<file path="src/logic/rsi_defines.svh">
// offsets, bit positions, reset values and masks of the reset initializer
`ifndef RSI_DEFINES_SVH
`define RSI_DEFINES_SVH

// ****************************************************************
// register byte offsets on the apb bus
// ****************************************************************
`define RSI_OFF_PC        8'h00
`define RSI_OFF_STATUS    8'h04
`define RSI_OFF_POWER_CONTROL_REG      8'h08
`define RSI_OFF_OPTION    8'h0c
`define RSI_OFF_DIR0      8'h10
`define RSI_OFF_TIMER1_CONTROL_REG     8'h24
`define RSI_OFF_PR2       8'h28
`define RSI_OFF_INTERRUPT_CONTROL_REG    8'h2c
`define RSI_OFF_PIRA      8'h30
`define RSI_OFF_PIRB      8'h34
`define RSI_OFF_CAUSE     8'h38
`define RSI_DIR_STRIDE    8'h04

// ****************************************************************
// field positions
// ****************************************************************
`define RSI_ST_TO         4
`define RSI_ST_PD         3
`define RSI_POWER_CONTROL_REG_POR      1
`define RSI_POWER_CONTROL_REG_BOR      0
`define RSI_INTERRUPT_CONTROL_REG_GIE    7

// ****************************************************************
// values and implemented-bit masks
// ****************************************************************
`define RSI_PC_RESET      13'h0000
`define RSI_PC_VECTOR     13'h0004
`define RSI_ALL_ONES      8'hff
`define RSI_ST_RESET      8'h18
`define RSI_MASK_POWER_CONTROL_REG     8'h03
`define RSI_MASK_TIMER1_CONTROL_REG    8'h3f
`define RSI_MASK_PIRB     8'h01
`define RSI_MASK_DIR_A    8'h3f
`define RSI_MASK_DIR_E    8'hf7
`define RSI_DIR_E_RESET   8'h07
`define RSI_NUM_DIRS      5

`endif

</file>
<file path="src/logic/rsi_pkg.sv">
// types shared by the reset initializer files
package rsi_pkg;

  // ****************************************************************
  // reset and wake causes, highest priority first
  // ****************************************************************
  typedef enum logic [2:0] {
    CAUSE_NONE,
    CAUSE_POR,
    CAUSE_BOR,
    CAUSE_PIN_RUN,
    CAUSE_PIN_SLEEP,
    CAUSE_WDT_RESET,
    CAUSE_WDT_WAKE,
    CAUSE_IRQ_WAKE
  } rsi_cause_t;

  // one-cycle pulses from the reset-cause detectors
  typedef struct packed {
    logic por;
    logic bor;
    logic pin;
    logic wdt;
    logic irq;
  } rsi_evt_t;

  // interrupt flags raised by the source that woke the core
  typedef struct packed {
    logic [7:0] interrupt_control_reg;
    logic [7:0] pira;
    logic [0:0] pirb;
  } rsi_flags_t;

endpackage

</file>
<file path="src/logic/rsi_cause_sort.sv">
// priority sorter of reset and wake events into one cause
`timescale 1ns/1ps
module rsi_cause_sort (
  // detector events
  input  wire rsi_pkg::rsi_evt_t   evt,
  // core is asleep
  input  wire logic                sleeping,
  // sorted cause
  output rsi_pkg::rsi_cause_t      cause
);

  // ****************************************************************
  // priority chain
  // ****************************************************************
  // power-on beats brown-out, both beat pin and watchdog
  assign cause = evt.por ? rsi_pkg::CAUSE_POR :
                 evt.bor ? rsi_pkg::CAUSE_BOR :
                 evt.pin ? (sleeping ? rsi_pkg::CAUSE_PIN_SLEEP
                                     : rsi_pkg::CAUSE_PIN_RUN) :
                 evt.wdt ? (sleeping ? rsi_pkg::CAUSE_WDT_WAKE
                                     : rsi_pkg::CAUSE_WDT_RESET) :
                 // an interrupt only wakes; while running it is not ours
                 (evt.irq && sleeping) ? rsi_pkg::CAUSE_IRQ_WAKE :
                 rsi_pkg::CAUSE_NONE;

endmodule

</file>
<file path="src/logic/rsi_reset_init.sv">
// reset-condition initializer with apb register access
//
// What this block does
// - pin reset running: pc zero, top status cleared
// - pin reset asleep: pc zero, status 00010uuu
// - interrupt wake: timeout set, power-down cleared
// - interrupt wake with global enable: vector
// - interrupt wake leaves a visible interrupt flag set
// - unimplemented bits always read zero
// - power-on/brown-out: option, period ones; directions ones, port e 07
// - timer1 control clears on power/brown-out only
// - unchanged bits keep value across the event
// - pin/watchdog reset: flags by cause, top clear
// - power-on flag clears only on power-on
// - brown-out flag clears on brown-out reset
//
// Local design decisions: the APB slave port and the address map.
`timescale 1ns/1ps
`include "rsi_defines.svh"
module rsi_reset_init #(
  parameter int PC_W = 13
) (
  // clock and reset
  input  wire logic                 pclk,
  input  wire logic                 presetn,
  // apb slave
  input  wire logic                 psel,
  input  wire logic                 penable,
  input  wire logic                 pwrite,
  input  wire logic [7:0]           paddr,
  input  wire logic [31:0]          pwdata,
  output logic      [31:0]          prdata,
  output logic                      pready,
  output logic                      pslverr,
  // reset-cause detectors and core state
  input  wire rsi_pkg::rsi_evt_t    evt,
  input  wire logic                 sleeping,
  input  wire rsi_pkg::rsi_flags_t  wake_flags,
  // initialized register values toward the core
  output logic      [PC_W-1:0]      pc_value,
  output logic      [7:0]           status_value,
  output logic      [7:0]           power_control_reg_value,
  output logic      [7:0]           option_value,
  output logic      [39:0]          dir_value,
  output logic      [7:0]           timer1_control_reg_value,
  output logic      [7:0]           pr2_value,
  output logic      [7:0]           interrupt_control_reg_value,
  output rsi_pkg::rsi_cause_t       cause_value
);

  // ****************************************************************
  // helper functions
  // ****************************************************************
  // apply an apb write to one register through its implemented mask
  function automatic logic [7:0] wmerge(input logic hit,
                                        input logic [7:0] cur,
                                        input logic [7:0] data,
                                        input logic [7:0] mask);
    wmerge = hit ? (data & mask) : (cur & mask);
  endfunction

  // status value for each cause; u bits come from the current value
  function automatic logic [7:0] st_for(input rsi_pkg::rsi_cause_t c,
                                        input logic [7:0] cur);
    case (c)
      rsi_pkg::CAUSE_POR:       st_for = {5'b00011, cur[2:0]};
      rsi_pkg::CAUSE_BOR:       st_for = {5'b00011, cur[2:0]};
      rsi_pkg::CAUSE_PIN_RUN:   st_for = {3'b000, cur[4:0]};
      rsi_pkg::CAUSE_PIN_SLEEP: st_for = {5'b00010, cur[2:0]};
      rsi_pkg::CAUSE_WDT_RESET: st_for = {5'b00001, cur[2:0]};
      rsi_pkg::CAUSE_WDT_WAKE:  st_for = {cur[7:5], 2'b00, cur[2:0]};
      rsi_pkg::CAUSE_IRQ_WAKE:  st_for = {cur[7:5], 2'b10, cur[2:0]};
      default:                  st_for = cur;
    endcase
  endfunction

  // ****************************************************************
  // state
  // ****************************************************************
  logic [PC_W-1:0]  pc_reg;        // program counter image
  logic [7:0]       status_reg;    // status with timeout/power-down
  logic [7:0]       power_control_reg_reg;      // power-on and brown-out flags
  logic [7:0]       option_reg;    // option register
  logic [7:0]       dir_reg [5];   // port direction registers a..e
  logic [7:0]       timer1_control_reg_reg;     // timer1 control
  logic [7:0]       pr2_reg;       // timer2 period
  logic [7:0]       interrupt_control_reg_reg;    // interrupt control
  logic [7:0]       pira_reg;      // peripheral flags a
  logic [7:0]       pirb_reg;      // peripheral flags b, one bit
  rsi_pkg::rsi_cause_t cause_reg;  // last sorted cause
  logic [31:0]      prdata_reg;    // read data to master
  logic             pready_reg;    // access-phase answer
  logic             pslverr_reg;   // unmapped address answer

  // ****************************************************************
  // cause sorting
  // ****************************************************************
  rsi_pkg::rsi_cause_t cause;      // this cycle's cause
  rsi_cause_sort u_sort (
    .evt      (evt),
    .sleeping (sleeping),
    .cause    (cause)
  );

  // grouped cause classes
  wire full_rst = (cause == rsi_pkg::CAUSE_POR) ||
                  (cause == rsi_pkg::CAUSE_BOR);
  wire pin_wdt  = (cause == rsi_pkg::CAUSE_PIN_RUN)   ||
                  (cause == rsi_pkg::CAUSE_PIN_SLEEP) ||
                  (cause == rsi_pkg::CAUSE_WDT_RESET);
  wire any_rst  = full_rst || pin_wdt;
  wire irq_wake = (cause == rsi_pkg::CAUSE_IRQ_WAKE);
  wire wdt_wake = (cause == rsi_pkg::CAUSE_WDT_WAKE);
  wire any_wake = irq_wake || wdt_wake;

  // ****************************************************************
  // apb decode
  // ****************************************************************
  // the answer comes one cycle into the access phase
  wire apb_start = psel && penable && !pready_reg;
  // writes land only on the edge where pready is seen high
  wire apb_fin   = psel && penable && pready_reg;
  wire apb_wr    = apb_fin && pwrite;
  wire [7:0] wd  = pwdata[7:0];
  wire [7:0] dir_base = paddr - `RSI_OFF_DIR0;
  wire dir_hit   = (paddr >= `RSI_OFF_DIR0) && (paddr < `RSI_OFF_TIMER1_CONTROL_REG)
                   && (paddr[1:0] == 2'b00);
  wire [2:0] dir_idx = dir_base[4:2];
  wire mapped    = (paddr[1:0] == 2'b00) && (paddr <= `RSI_OFF_CAUSE);

  // write-merged current values; a reset or wake below overrides them
  wire [PC_W-1:0] pc_cur = (apb_wr && paddr == `RSI_OFF_PC)
                           ? pwdata[PC_W-1:0] : pc_reg;
  wire [7:0] st_cur  = wmerge(apb_wr && paddr == `RSI_OFF_STATUS,
                              status_reg, wd, `RSI_ALL_ONES);
  wire [7:0] pc_con  = wmerge(apb_wr && paddr == `RSI_OFF_POWER_CONTROL_REG,
                              power_control_reg_reg, wd, `RSI_MASK_POWER_CONTROL_REG);
  wire [7:0] opt_cur = wmerge(apb_wr && paddr == `RSI_OFF_OPTION,
                              option_reg, wd, `RSI_ALL_ONES);
  wire [7:0] t1_cur  = wmerge(apb_wr && paddr == `RSI_OFF_TIMER1_CONTROL_REG,
                              timer1_control_reg_reg, wd, `RSI_MASK_TIMER1_CONTROL_REG);
  wire [7:0] pr2_cur = wmerge(apb_wr && paddr == `RSI_OFF_PR2,
                              pr2_reg, wd, `RSI_ALL_ONES);
  wire [7:0] ic_cur  = wmerge(apb_wr && paddr == `RSI_OFF_INTERRUPT_CONTROL_REG,
                              interrupt_control_reg_reg, wd, `RSI_ALL_ONES);
  wire [7:0] pa_cur  = wmerge(apb_wr && paddr == `RSI_OFF_PIRA,
                              pira_reg, wd, `RSI_ALL_ONES);
  wire [7:0] pb_cur  = wmerge(apb_wr && paddr == `RSI_OFF_PIRB,
                              pirb_reg, wd, `RSI_MASK_PIRB);

  // ****************************************************************
  // next values per cause
  // ****************************************************************
  // resets zero the pc; wakes step it or take the vector
  wire global_irq_enable = interrupt_control_reg_reg[`RSI_INTERRUPT_CONTROL_REG_GIE];
  wire [PC_W-1:0] pc_next =
    any_rst             ? `RSI_PC_RESET :
    (irq_wake && global_irq_enable)   ? `RSI_PC_VECTOR :
    any_wake            ? PC_W'(pc_reg + 1'b1) : pc_cur;

  // status bits follow the cause, u bits kept
  wire [7:0] status_next = st_for(cause, st_cur);

  // power-on clears only its flag, brown-out only its own
  wire [7:0] power_control_reg_next =
    (cause == rsi_pkg::CAUSE_POR) ? {6'h00, 1'b0, pc_con[0]} :
    (cause == rsi_pkg::CAUSE_BOR) ? {6'h00, pc_con[1], 1'b0} :
    pc_con;

  // option forced to ones on every reset, kept on wakes
  wire [7:0] option_next = any_rst ? `RSI_ALL_ONES : opt_cur;

  // timer1 control clears only on power-on or brown-out
  wire [7:0] timer1_control_reg_next = full_rst ? 8'h00 : t1_cur;

  // timer2 period is ones after every reset and wake
  wire [7:0] pr2_next = (cause != rsi_pkg::CAUSE_NONE)
                        ? `RSI_ALL_ONES : pr2_cur;

  // reset clears all but interrupt control bit 0; an interrupt wake sets its flags
  // on top of any software clear in the same cycle
  wire [7:0] interrupt_control_reg_next = any_rst  ? {7'h00, ic_cur[0]} :
                           irq_wake ? (ic_cur | wake_flags.interrupt_control_reg) :
                           ic_cur;
  wire [7:0] pira_next   = any_rst  ? 8'h00 :
                           irq_wake ? (pa_cur | wake_flags.pira) :
                           pa_cur;
  wire [7:0] pirb_next   = any_rst  ? 8'h00 :
                           irq_wake ? (pb_cur | {7'h00, wake_flags.pirb}) :
                           pb_cur;

  // ****************************************************************
  // read mux
  // ****************************************************************
  wire [7:0] dir_rd = (dir_hit && dir_idx < 3'(`RSI_NUM_DIRS))
                      ? dir_reg[dir_idx] : 8'h00;
  wire [31:0] rd_mux =
    (paddr == `RSI_OFF_PC)     ? {{(32-PC_W){1'b0}}, pc_reg} :
    (paddr == `RSI_OFF_STATUS) ? {24'h000000, status_reg} :
    (paddr == `RSI_OFF_POWER_CONTROL_REG)   ? {24'h000000, power_control_reg_reg} :
    (paddr == `RSI_OFF_OPTION) ? {24'h000000, option_reg} :
    dir_hit                    ? {24'h000000, dir_rd} :
    (paddr == `RSI_OFF_TIMER1_CONTROL_REG)  ? {24'h000000, timer1_control_reg_reg} :
    (paddr == `RSI_OFF_PR2)    ? {24'h000000, pr2_reg} :
    (paddr == `RSI_OFF_INTERRUPT_CONTROL_REG) ? {24'h000000, interrupt_control_reg_reg} :
    (paddr == `RSI_OFF_PIRA)   ? {24'h000000, pira_reg} :
    (paddr == `RSI_OFF_PIRB)   ? {24'h000000, pirb_reg} :
    (paddr == `RSI_OFF_CAUSE)  ? {29'h00000000, cause_reg} :
    32'h00000000;

  // ****************************************************************
  // apb answer flops
  // ****************************************************************
  // read data is captured as pready rises, so it stands with it
  always_ff @(posedge pclk or negedge presetn) begin
    if (!presetn) begin
      pready_reg  <= 1'b0;
      pslverr_reg <= 1'b0;
      prdata_reg  <= 32'h00000000;
    end else begin
      pready_reg  <= apb_start;
      pslverr_reg <= apb_start && !mapped;
      if (apb_start) begin
        prdata_reg <= pwrite ? 32'h00000000 : rd_mux;
      end
    end
  end

  // ****************************************************************
  // core register flops
  // ****************************************************************
  // async reset loads the power-on values; undefined bits take zero
  always_ff @(posedge pclk or negedge presetn) begin
    if (!presetn) begin
      pc_reg     <= `RSI_PC_RESET;
      status_reg <= `RSI_ST_RESET;
      power_control_reg_reg   <= 8'h00;
      option_reg <= `RSI_ALL_ONES;
      timer1_control_reg_reg  <= 8'h00;
      pr2_reg    <= `RSI_ALL_ONES;
      interrupt_control_reg_reg <= 8'h00;
      pira_reg   <= 8'h00;
      pirb_reg   <= 8'h00;
      cause_reg  <= rsi_pkg::CAUSE_POR;
    end else begin
      pc_reg     <= pc_next;
      status_reg <= status_next;
      power_control_reg_reg   <= power_control_reg_next;
      option_reg <= option_next;
      timer1_control_reg_reg  <= timer1_control_reg_next;
      pr2_reg    <= pr2_next;
      interrupt_control_reg_reg <= interrupt_control_reg_next;
      pira_reg   <= pira_next;
      pirb_reg   <= pirb_next;
      // keep the last cause so software can see why it restarted
      if (cause != rsi_pkg::CAUSE_NONE) begin
        cause_reg <= cause;
      end
    end
  end

  // ****************************************************************
  // port direction registers
  // ****************************************************************
  // port a has six bits and port e misses bit 3; masks keep those
  // positions zero on every path
  for (genvar i = 0; i < `RSI_NUM_DIRS; i++) begin : g_dir
    localparam logic [7:0] MASK = (i == 0) ? `RSI_MASK_DIR_A :
                                  (i == 4) ? `RSI_MASK_DIR_E :
                                  `RSI_ALL_ONES;
    localparam logic [7:0] RSTV = (i == 4) ? `RSI_DIR_E_RESET : MASK;
    wire hit = apb_wr && dir_hit && (dir_idx == 3'(i));
    wire [7:0] cur = wmerge(hit, dir_reg[i], wd, MASK);
    // every reset turns the pins to inputs
    always_ff @(posedge pclk or negedge presetn) begin
      if (!presetn) begin
        dir_reg[i] <= RSTV;
      end else begin
        dir_reg[i] <= any_rst ? RSTV : cur;
      end
    end
    assign dir_value[8*i +: 8] = dir_reg[i];
  end

  // ****************************************************************
  // outputs, all straight from flops
  // ****************************************************************
  assign prdata       = prdata_reg;
  assign pready       = pready_reg;
  assign pslverr      = pslverr_reg;
  assign pc_value     = pc_reg;
  assign status_value = status_reg;
  assign power_control_reg_value   = power_control_reg_reg;
  assign option_value = option_reg;
  assign timer1_control_reg_value  = timer1_control_reg_reg;
  assign pr2_value    = pr2_reg;
  assign interrupt_control_reg_value = interrupt_control_reg_reg;
  assign cause_value  = cause_reg;
endmodule

</file>
<file path="config.mk">
export PLATFORM = sky130hd
export DESIGN_NAME = rsi_reset_init
export DESIGN_NICKNAME = d
export VERILOG_FILES = /design/src/logic/rsi_pkg.sv /design/src/logic/rsi_cause_sort.sv /design/src/logic/rsi_reset_init.sv
export VERILOG_INCLUDE_DIRS = /design/src /design/src/logic
export SDC_FILE = /design/constraint.sdc
export NUM_CORES = 1
export LEC_CHECK = 0
export CAP_MARGIN = 0
export CORE_MARGIN = 3
export CORE_UTILIZATION = 55
export DETAILED_ROUTE_END_ITERATION = 12
export DONT_BUFFER_PORTS = 1
export PLACE_DENSITY = 0.84
export SLEW_MARGIN = 40
export SYNTH_ARGS = -nofsm -noshare
export SYNTH_HDL_FRONTEND = slang
export SYNTH_HIERARCHICAL = 1
export SYNTH_SLANG_ARGS = --single-unit
</file>
<file path="constraint.sdc">
create_clock -name pclk -period 1.9 [get_ports pclk]
set_clock_uncertainty 0.15 [all_clocks]
set_input_delay 0.38 -clock pclk [delete_from_list [all_inputs] [get_ports pclk]]
set_output_delay 0.38 -clock pclk [all_outputs]
set_load 0.02 [all_outputs]
</file>
==> metrics.md, run 1 <==
| Metric | Value |
|---|---|
| Final setup vio count | `0` |
| Mapped Area | `~6700 um^2` |
| Final Util | `between 70% and 80%` |
| First drt pass iteration count | `5` |
| Crit Path Class | `reg2reg` |
| CP required | `2.11 ns` |
| Final Max Tran Viols | `0` |
| Syn-to-layout area delta | `29.25%` |
| Ys flop type | `dfrtp_1` |
| Post-synth EDFFs | `0` |
| CP Capture Type | `flop` |
| Vias | `between 6000 and 7000` |
| DRC viols | `0` |
| Pwr Density | `783.1 nW/um^2` |
| Outcome | `complete, but fails checks` |
| Die area | `around 14000 um^2` |
| Final wirelength | `24680 um` |
| Pin count of the biggest net entering global routing | `around 120` |
| Leading area contributor after synthesis | `dfrtp_1` |
| VDD IR max | `about 0.53 mV` |
| Average routed wire per standard cell | `around 23 um` |
| CTS tree | `built` |
| Synth unique cells | `between 60 and 70` |
| GP Congestion | `between 0.9 and 1` |
| Die Y | `116.3 um` |
| Largest register FFs | `37` |
| Initial antenna violation count | `1` |
| Main area contributors after synthesis | `dfrtp_1 (24%), dfstp_2 (20%), nand2_1 (11%)` |
| Headroom to the max-slew limit | `42.52%` |
| Maximum root-to-sink buffer count | `2` |
| Vias/cell | `6.448` |
| Site Rows | `39` |
| Min Tclk post-route | `1.869 ns` |
| GR Overflow Total | `0` |
| # clock sinks | `~120` |
| Violated checks | `negative hold slack` |
| Fin Hold WS | `-0.4936 ns` |
| Count of final hold-check violations | `approximately 120` |
| Hold-fix buffers, CTS | `27` |
| Vias in the first global route | `~6800` |
| Clock transition at path regs | `around 0.050 ns` |
| LEAKAGE | `between 3 and 4 nW` |
| First-pass GRT wire length | `~38000 um` |
| Clock Latency Late Sink | `0.43 ns` |
| Total track usage | `a little under two fifths` |
| Crit Path Max Fanout | `7` |
| Synth warn | `6` |
| Max Clock Freq | `about 540 MHz` |
| Max Cap Viol | `0` |
| Mapped Cells | `~780` |
| Ratio of final minimum period to clock period | `approximately 98%` |
| TritonCTS Buffers | `17` |
| RSZ-0062 raised after global routing | `yes` |
| Share of post-route cells with drive strength above 1 | `between 20 and 30%` |
| Post-synthesis sequential area ratio | `44.70%` |
| Die Wd | `around 120 um` |
| Core area | `11660 um^2` |
| Hold Crit Class | `in2async` |
| Starting Density | `57.41%` |
| Setup tns final | `0 ns` |
| Final ANT Viol Nets | `0` |
| Initial drt markers | `984` |
| Seq cells post-synth | `~120` |
| Syn avg cell area | `around 8.6 um^2` |
| Top cell types by occurrence after synthesis | `nand2_1 (192), nand3_1 (69), dfrtp_1 (65)` |
| Most frequent cell after synthesis | `nand2_1` |
| Final HPWL DP | `around 17000 um` |
| Synth top area share | `roughly a quarter` |
| Worst r2r dst | `dir_value[24]$_DFFE_PN1P_` |
| FF-to-FF path depth | `8` |
| Worst reg2reg path startpoint | `pready$_DFF_PN0_` |
| H-tree lvl count | `4` |
| Async S/R FF share, synth | `between 90% and 100%` |
| Worst reg-to-reg setup slack | `0.03 ns` |
| Tightest Pin Transition | `0.8594 ns` |
| Crit path launch type | `flop` |
| Port Buffer Count | `0` |
| Clock root buffer | `clkbuf_16` |
| Boundary Pins | `roughly 210` |
| Net count, final | `slightly below 1000` |
| Filler cells | `approximately 810` |
| CP arrival | `about 2.1 ns` |
repair_timing:
item	CTS	global route
resized for setup	5	23
setup endpoints to repair	3	39
hold endpoints to repair	204	117
gates cloned	0	0
pin swaps	0	4
setup buffers	0	3
power by group:
part / switching [mW] / internal, mW
sequential: 0.0955 / 2.55
combinational: 0.421 / 0.272
clock: 1.11 / 2.32
metrics by stage:
stage	power (mW)	area [um^2]	worst slack, ns	instances
2_1_floorplan	3.144	6940	-0.1796	810
3_3_place_gp	3.240	7592	-0.3890	1005
3_5_place_dp	3.254	7592	-0.3464	1005
4_1_cts	6.766	8512	0.01828	1064
5_1_grt	6.980	8653	-0.02814	1068
6_report	6.776	8653	0.03094	1068
worst max-delay path, cell delays in order, from the launching register on:
cell and delay (ns):
dfrtp_1 0.42, nand4_4 0.15, buf_8 0.18, nor4_4 0.24, buf_4 0.20, and2_4 0.17
buf_6 0.12, nand2_1 0.05, nand3_1 0.13
cell type report:
type / count / area, um^2 / area share, %
Antenna cell: 1 / 2.502 / 0.02892
Clock buffer: 23 / 488.0 / 5.639
Clock inverter: 9 / 147.6 / 1.706
Inverter: 11 / 41.29 / 0.4772
Multi-Input combinational cell: 603 / 3473 / 40.14
Sequential cell: 117 / 2993 / 34.59
Tap cell: 143 / 178.9 / 2.068
Timing Repair Buffer: 161 / 1329 / 15.36
worst max path at each step:
stage,start,endpoint,slack [ns],depth (start not counted)
CTS,pready$_DFF_PN0_,dir_value[24]$_DFFE_PN1P_,0.02,7
global placement,paddr[2],prdata[3]$_DFFE_PN0P_,-0.39,6
detailed placement,paddr[2],prdata[3]$_DFFE_PN0P_,-0.35,6
floorplan,evt[1],pc_value[11]$_DFFE_PN0P_,-0.18,8
global route,pready$_DFF_PN0_,dir_value[24]$_DFFE_PN1P_,-0.03,8
finish,pready$_DFF_PN0_,dir_value[24]$_DFFE_PN1P_,0.03,8
kinds of logic (layout without fill, tap and decap cells):
| logic type | count (synthesis) | count (layout) | share of synthesized area, % |
|---|---|---|---|
| AND/OR/NAND/NOR | 377 | 377 | 26.35 |
| XOR/XNOR | 1 | 1 | 0.1308 |
| adder cells (fa/ha/maj) | 1 | 1 | 0.1869 |
| flip-flops | 117 | 117 | 44.70 |
| other | 1 | 31 | 0.05601 |
| AO/OA/AOI/OAI | 164 | 164 | 16.03 |
| multiplexers | 30 | 30 | 4.971 |
| buffers and inverters | 90 | 204 | 7.569 |
routing by layer:
layer	GRT usage [%]	share of wire, %	up-vias
met3	12.12	13	108
li1	-	-	2964
met5	0	0	-
met4	19.26	5.4	0
met2	57.82	47	532
met1	46.04	35	3282
cell usage in the layout, fill, tap and decap left out, types with 22 or more instances in the layout:
master / n
buf_4: 128
a21oi_1: 29
nand2_1: 188
nor2_1: 40
dfstp_2: 52
nand3_1: 68
o21ai_0: 29
dlygate4sd3_1: 27
conb_1: 30
mux2i_1: 22
dfrtp_1: 65
No activity file was read; power rests on OpenSTA's default activity.
==> run 2, diff against run 1 <==
--- a/config.mk
+++ b/config.mk
@@ -11,6 +11,7 @@
 export CORE_UTILIZATION = 55
 export DETAILED_ROUTE_END_ITERATION = 12
 export DONT_BUFFER_PORTS = 1
+export GPL_TIMING_DRIVEN = 0
 export PLACE_DENSITY = 0.84
 export SLEW_MARGIN = 40
 export SYNTH_ARGS = -nofsm -noshare
==> run 2 against run 1 <==
  * The run still ends with negative hold slack left
  * Clock power shrank 4%
  * Worst setup slack lost 0.027 ns
  * Register-to-register slack lost 0.03 ns
  * Core utilization shrank 2.6 points
  * Wire length shrank 0.68%
  * Final area shrank 3.4%
  * Count of clock-buffer cells in the layout shrank 6
  * First-iteration DRC count shrank 15%
  * Final cell count shrank 4.6%
  * Hold slack lost 0.012 ns
  * Global-route usage shrank 1.2 points
  * Largest cell class unchanged
  * Largest power group unchanged
==> metrics.md, run 2 (synthesized netlist as in run 1, its figures left out) <==
| Metric | Value |
|---|---|
| Commonest non-fill, non-tap cell in the layout | `nand2_1` |
| Pin count of the biggest net entering global routing | `approximately 120` |
| Headroom to the max-slew limit | `between 60% and 70%` |
| Count of final hold-check violations | `117` |
| Final HPWL DP | `about 16000 um` |
| Power Total | `~6.7 mW` |
| Die Wd | `approximately 120 um` |
| Crit path launch type | `flop` |
| Die area | `roughly 14000 um^2` |
| Hold-fix buffers, CTS | `24` |
| Syn-to-layout area delta | `24.80%` |
| Share of post-route cells with drive strength above 1 | `roughly 27%` |
| Max Clock Freq | `527.5 MHz` |
| Total track usage | `about 36%` |
| Antenna cells | `0` |
| Final Max Tran Viols | `0` |
| Pwr Density | `roughly 800 nW/um^2` |
| VDD IR max | `about 0.62 mV` |
| LEAKAGE | `between 3 and 4 nW` |
| Clock transition at path regs | `around 0.060 ns` |
| Average routed wire per standard cell | `approximately 24 um` |
| Clock root buffer | `clkbuf_16` |
| First drt pass iteration count | `6` |
| Final ANT Viol Nets | `0` |
| Ratio of final minimum period to clock period | `approximately 100%` |
| GR Overflow Total | `0` |
| Clock Latency Late Sink | `0.43 ns` |
| Area after DPL | `approximately 7100 um^2` |
| Maximum root-to-sink buffer count | `2` |
| Violated checks | `negative hold slack` |
| Final setup vio count | `0` |
| First-pass GRT wire length | `between 30000 and 40000 um` |
| Slowest stage delay, CP | `0.60 ns` |
| CP arrival | `approximately 2.1 ns` |
| Crit Path Max Fanout | `2` |
| Port Buffer Count | `0` |
| Boundary Pins | `just over 200` |
| Largest register FFs | `37` |
| CTS tree | `built` |
| # clock sinks | `~120` |
| RSZ-0062 raised after global routing | `yes` |
| Starting Density | `a little under three fifths` |
| GP Congestion | `between 1 and 1.5` |
| DRC viols | `0` |
| Outcome | `complete, but fails checks` |
| Design area | `around 8400 um^2` |
| CP Capture Type | `flop` |
| Initial drt markers | `840` |
| Fin Hold WS | `-0.5060 ns` |
| CP max-delay cell | `dfstp_2` |
| Tightest Pin Transition | `0.5660 ns` |
| Crit Path Class | `reg2reg` |
| Site Rows | `39` |
| Final wirelength | `24510 um` |
| Vias | `roughly 6700` |
| TritonCTS Buffers | `17` |
| Vias/cell | `between 6 and 7` |
| Hold Crit Class | `in2async` |
| CP required | `~2.1 ns` |
| Min Tclk post-route | `~1.9 ns` |
| Most frequent cells in the layout | `nand2_1 (189), nand3_1 (66), dfrtp_1 (54), dfstp_2 (52), buf_4 (49)` |
| Max Cap Viol | `0` |
| Die Y | `116.3 um` |
| Core area | `11660 um^2` |
| Initial antenna violation count | `0` |
| Net count, final | `just over 900` |
| Worst path cell trace | `inv_1, a221oi_2, o22ai_1, o221ai_2, a21o_1` |
| Vias in the first global route | `just over 6000` |
| H-tree lvl count | `4` |
## run 2: final cells by class
type                       count  area [um^2]
buffer                        75        536.8
clock buffer                  17        425.4
clock inverter                15        182.7
fill                         856         3307
inverter                      11        41.29
multi-input combinational    603         3623
sequential                   117         3009
tap                          143        178.9
timing repair buffer          38        357.8
## run 2: power by group
group          internal, mW  switching, mW
clock                  2.06           1.24
combinational         0.260          0.443
sequential             2.56          0.149
## run 2: final timing paths
check,startpoint,slack [ns],endpoint,depth (start not counted)
hold / removal,presetn,-0.51,prdata[2]$_DFFE_PN0P_,0
max in group asynchronous,presetn,1.83,dir_value[23]$_DFFE_PN1P_,0
min in group pclk,pwdata[5],0.01,pc_value[5]$_DFFE_PN0P_,2
hold reg to reg,dir_value[30]$_DFFE_PN1P_,0.40,dir_value[30]$_DFFE_PN1P_,2
setup reg to reg,dir_value[8]$_DFFE_PN1P_,0.004,prdata[0]$_DFFE_PN0P_,5
setup / recovery,dir_value[8]$_DFFE_PN1P_,0.004,prdata[0]$_DFFE_PN0P_,5
## run 2: repair_timing
action / in CTS / in global routing
endpoints found under the hold margin: 143 / 117
pin swaps: 3 / 7
setup buffers: 5 / 9
gates resized for setup: 29 / 45
endpoints found under the setup margin: 111 / 77
## run 2: metrics by stage
step                utilization, %  cells  setup slack [ns]  setup TNS [ns]  hold WS (ns)
global placement             61.05    953           -0.6246          -40.95      -0.05889
finish                       71.64   1019          0.004258               0       -0.5060
global route                 71.64   1019          -0.03887         -0.1150       -0.5303
floorplan                        -    810           -0.1796          -8.574      -0.06559
detailed placement           61.05    953           -0.6823          -44.59      -0.05692
CTS                          69.49   1012          0.004256               0       -0.5158
## run 2: routing by layer
metal	track usage, %	vias up	share of wire, %	wire length [um]
met2	53.47	506	45	11150
met5	0	-	0	0
li1	-	2886	-	-
met3	13.89	89	14	3474
met4	16.55	0	4.3	1059
met1	46.10	3234	36	8823
## run 2: critical path: cells and delay by family (launching register included)
family,cells,cell delay [ns]
AO/OA/AOI/OAI,4,1.00
buffers and inverters,1,0.09
flip-flops,1,0.60
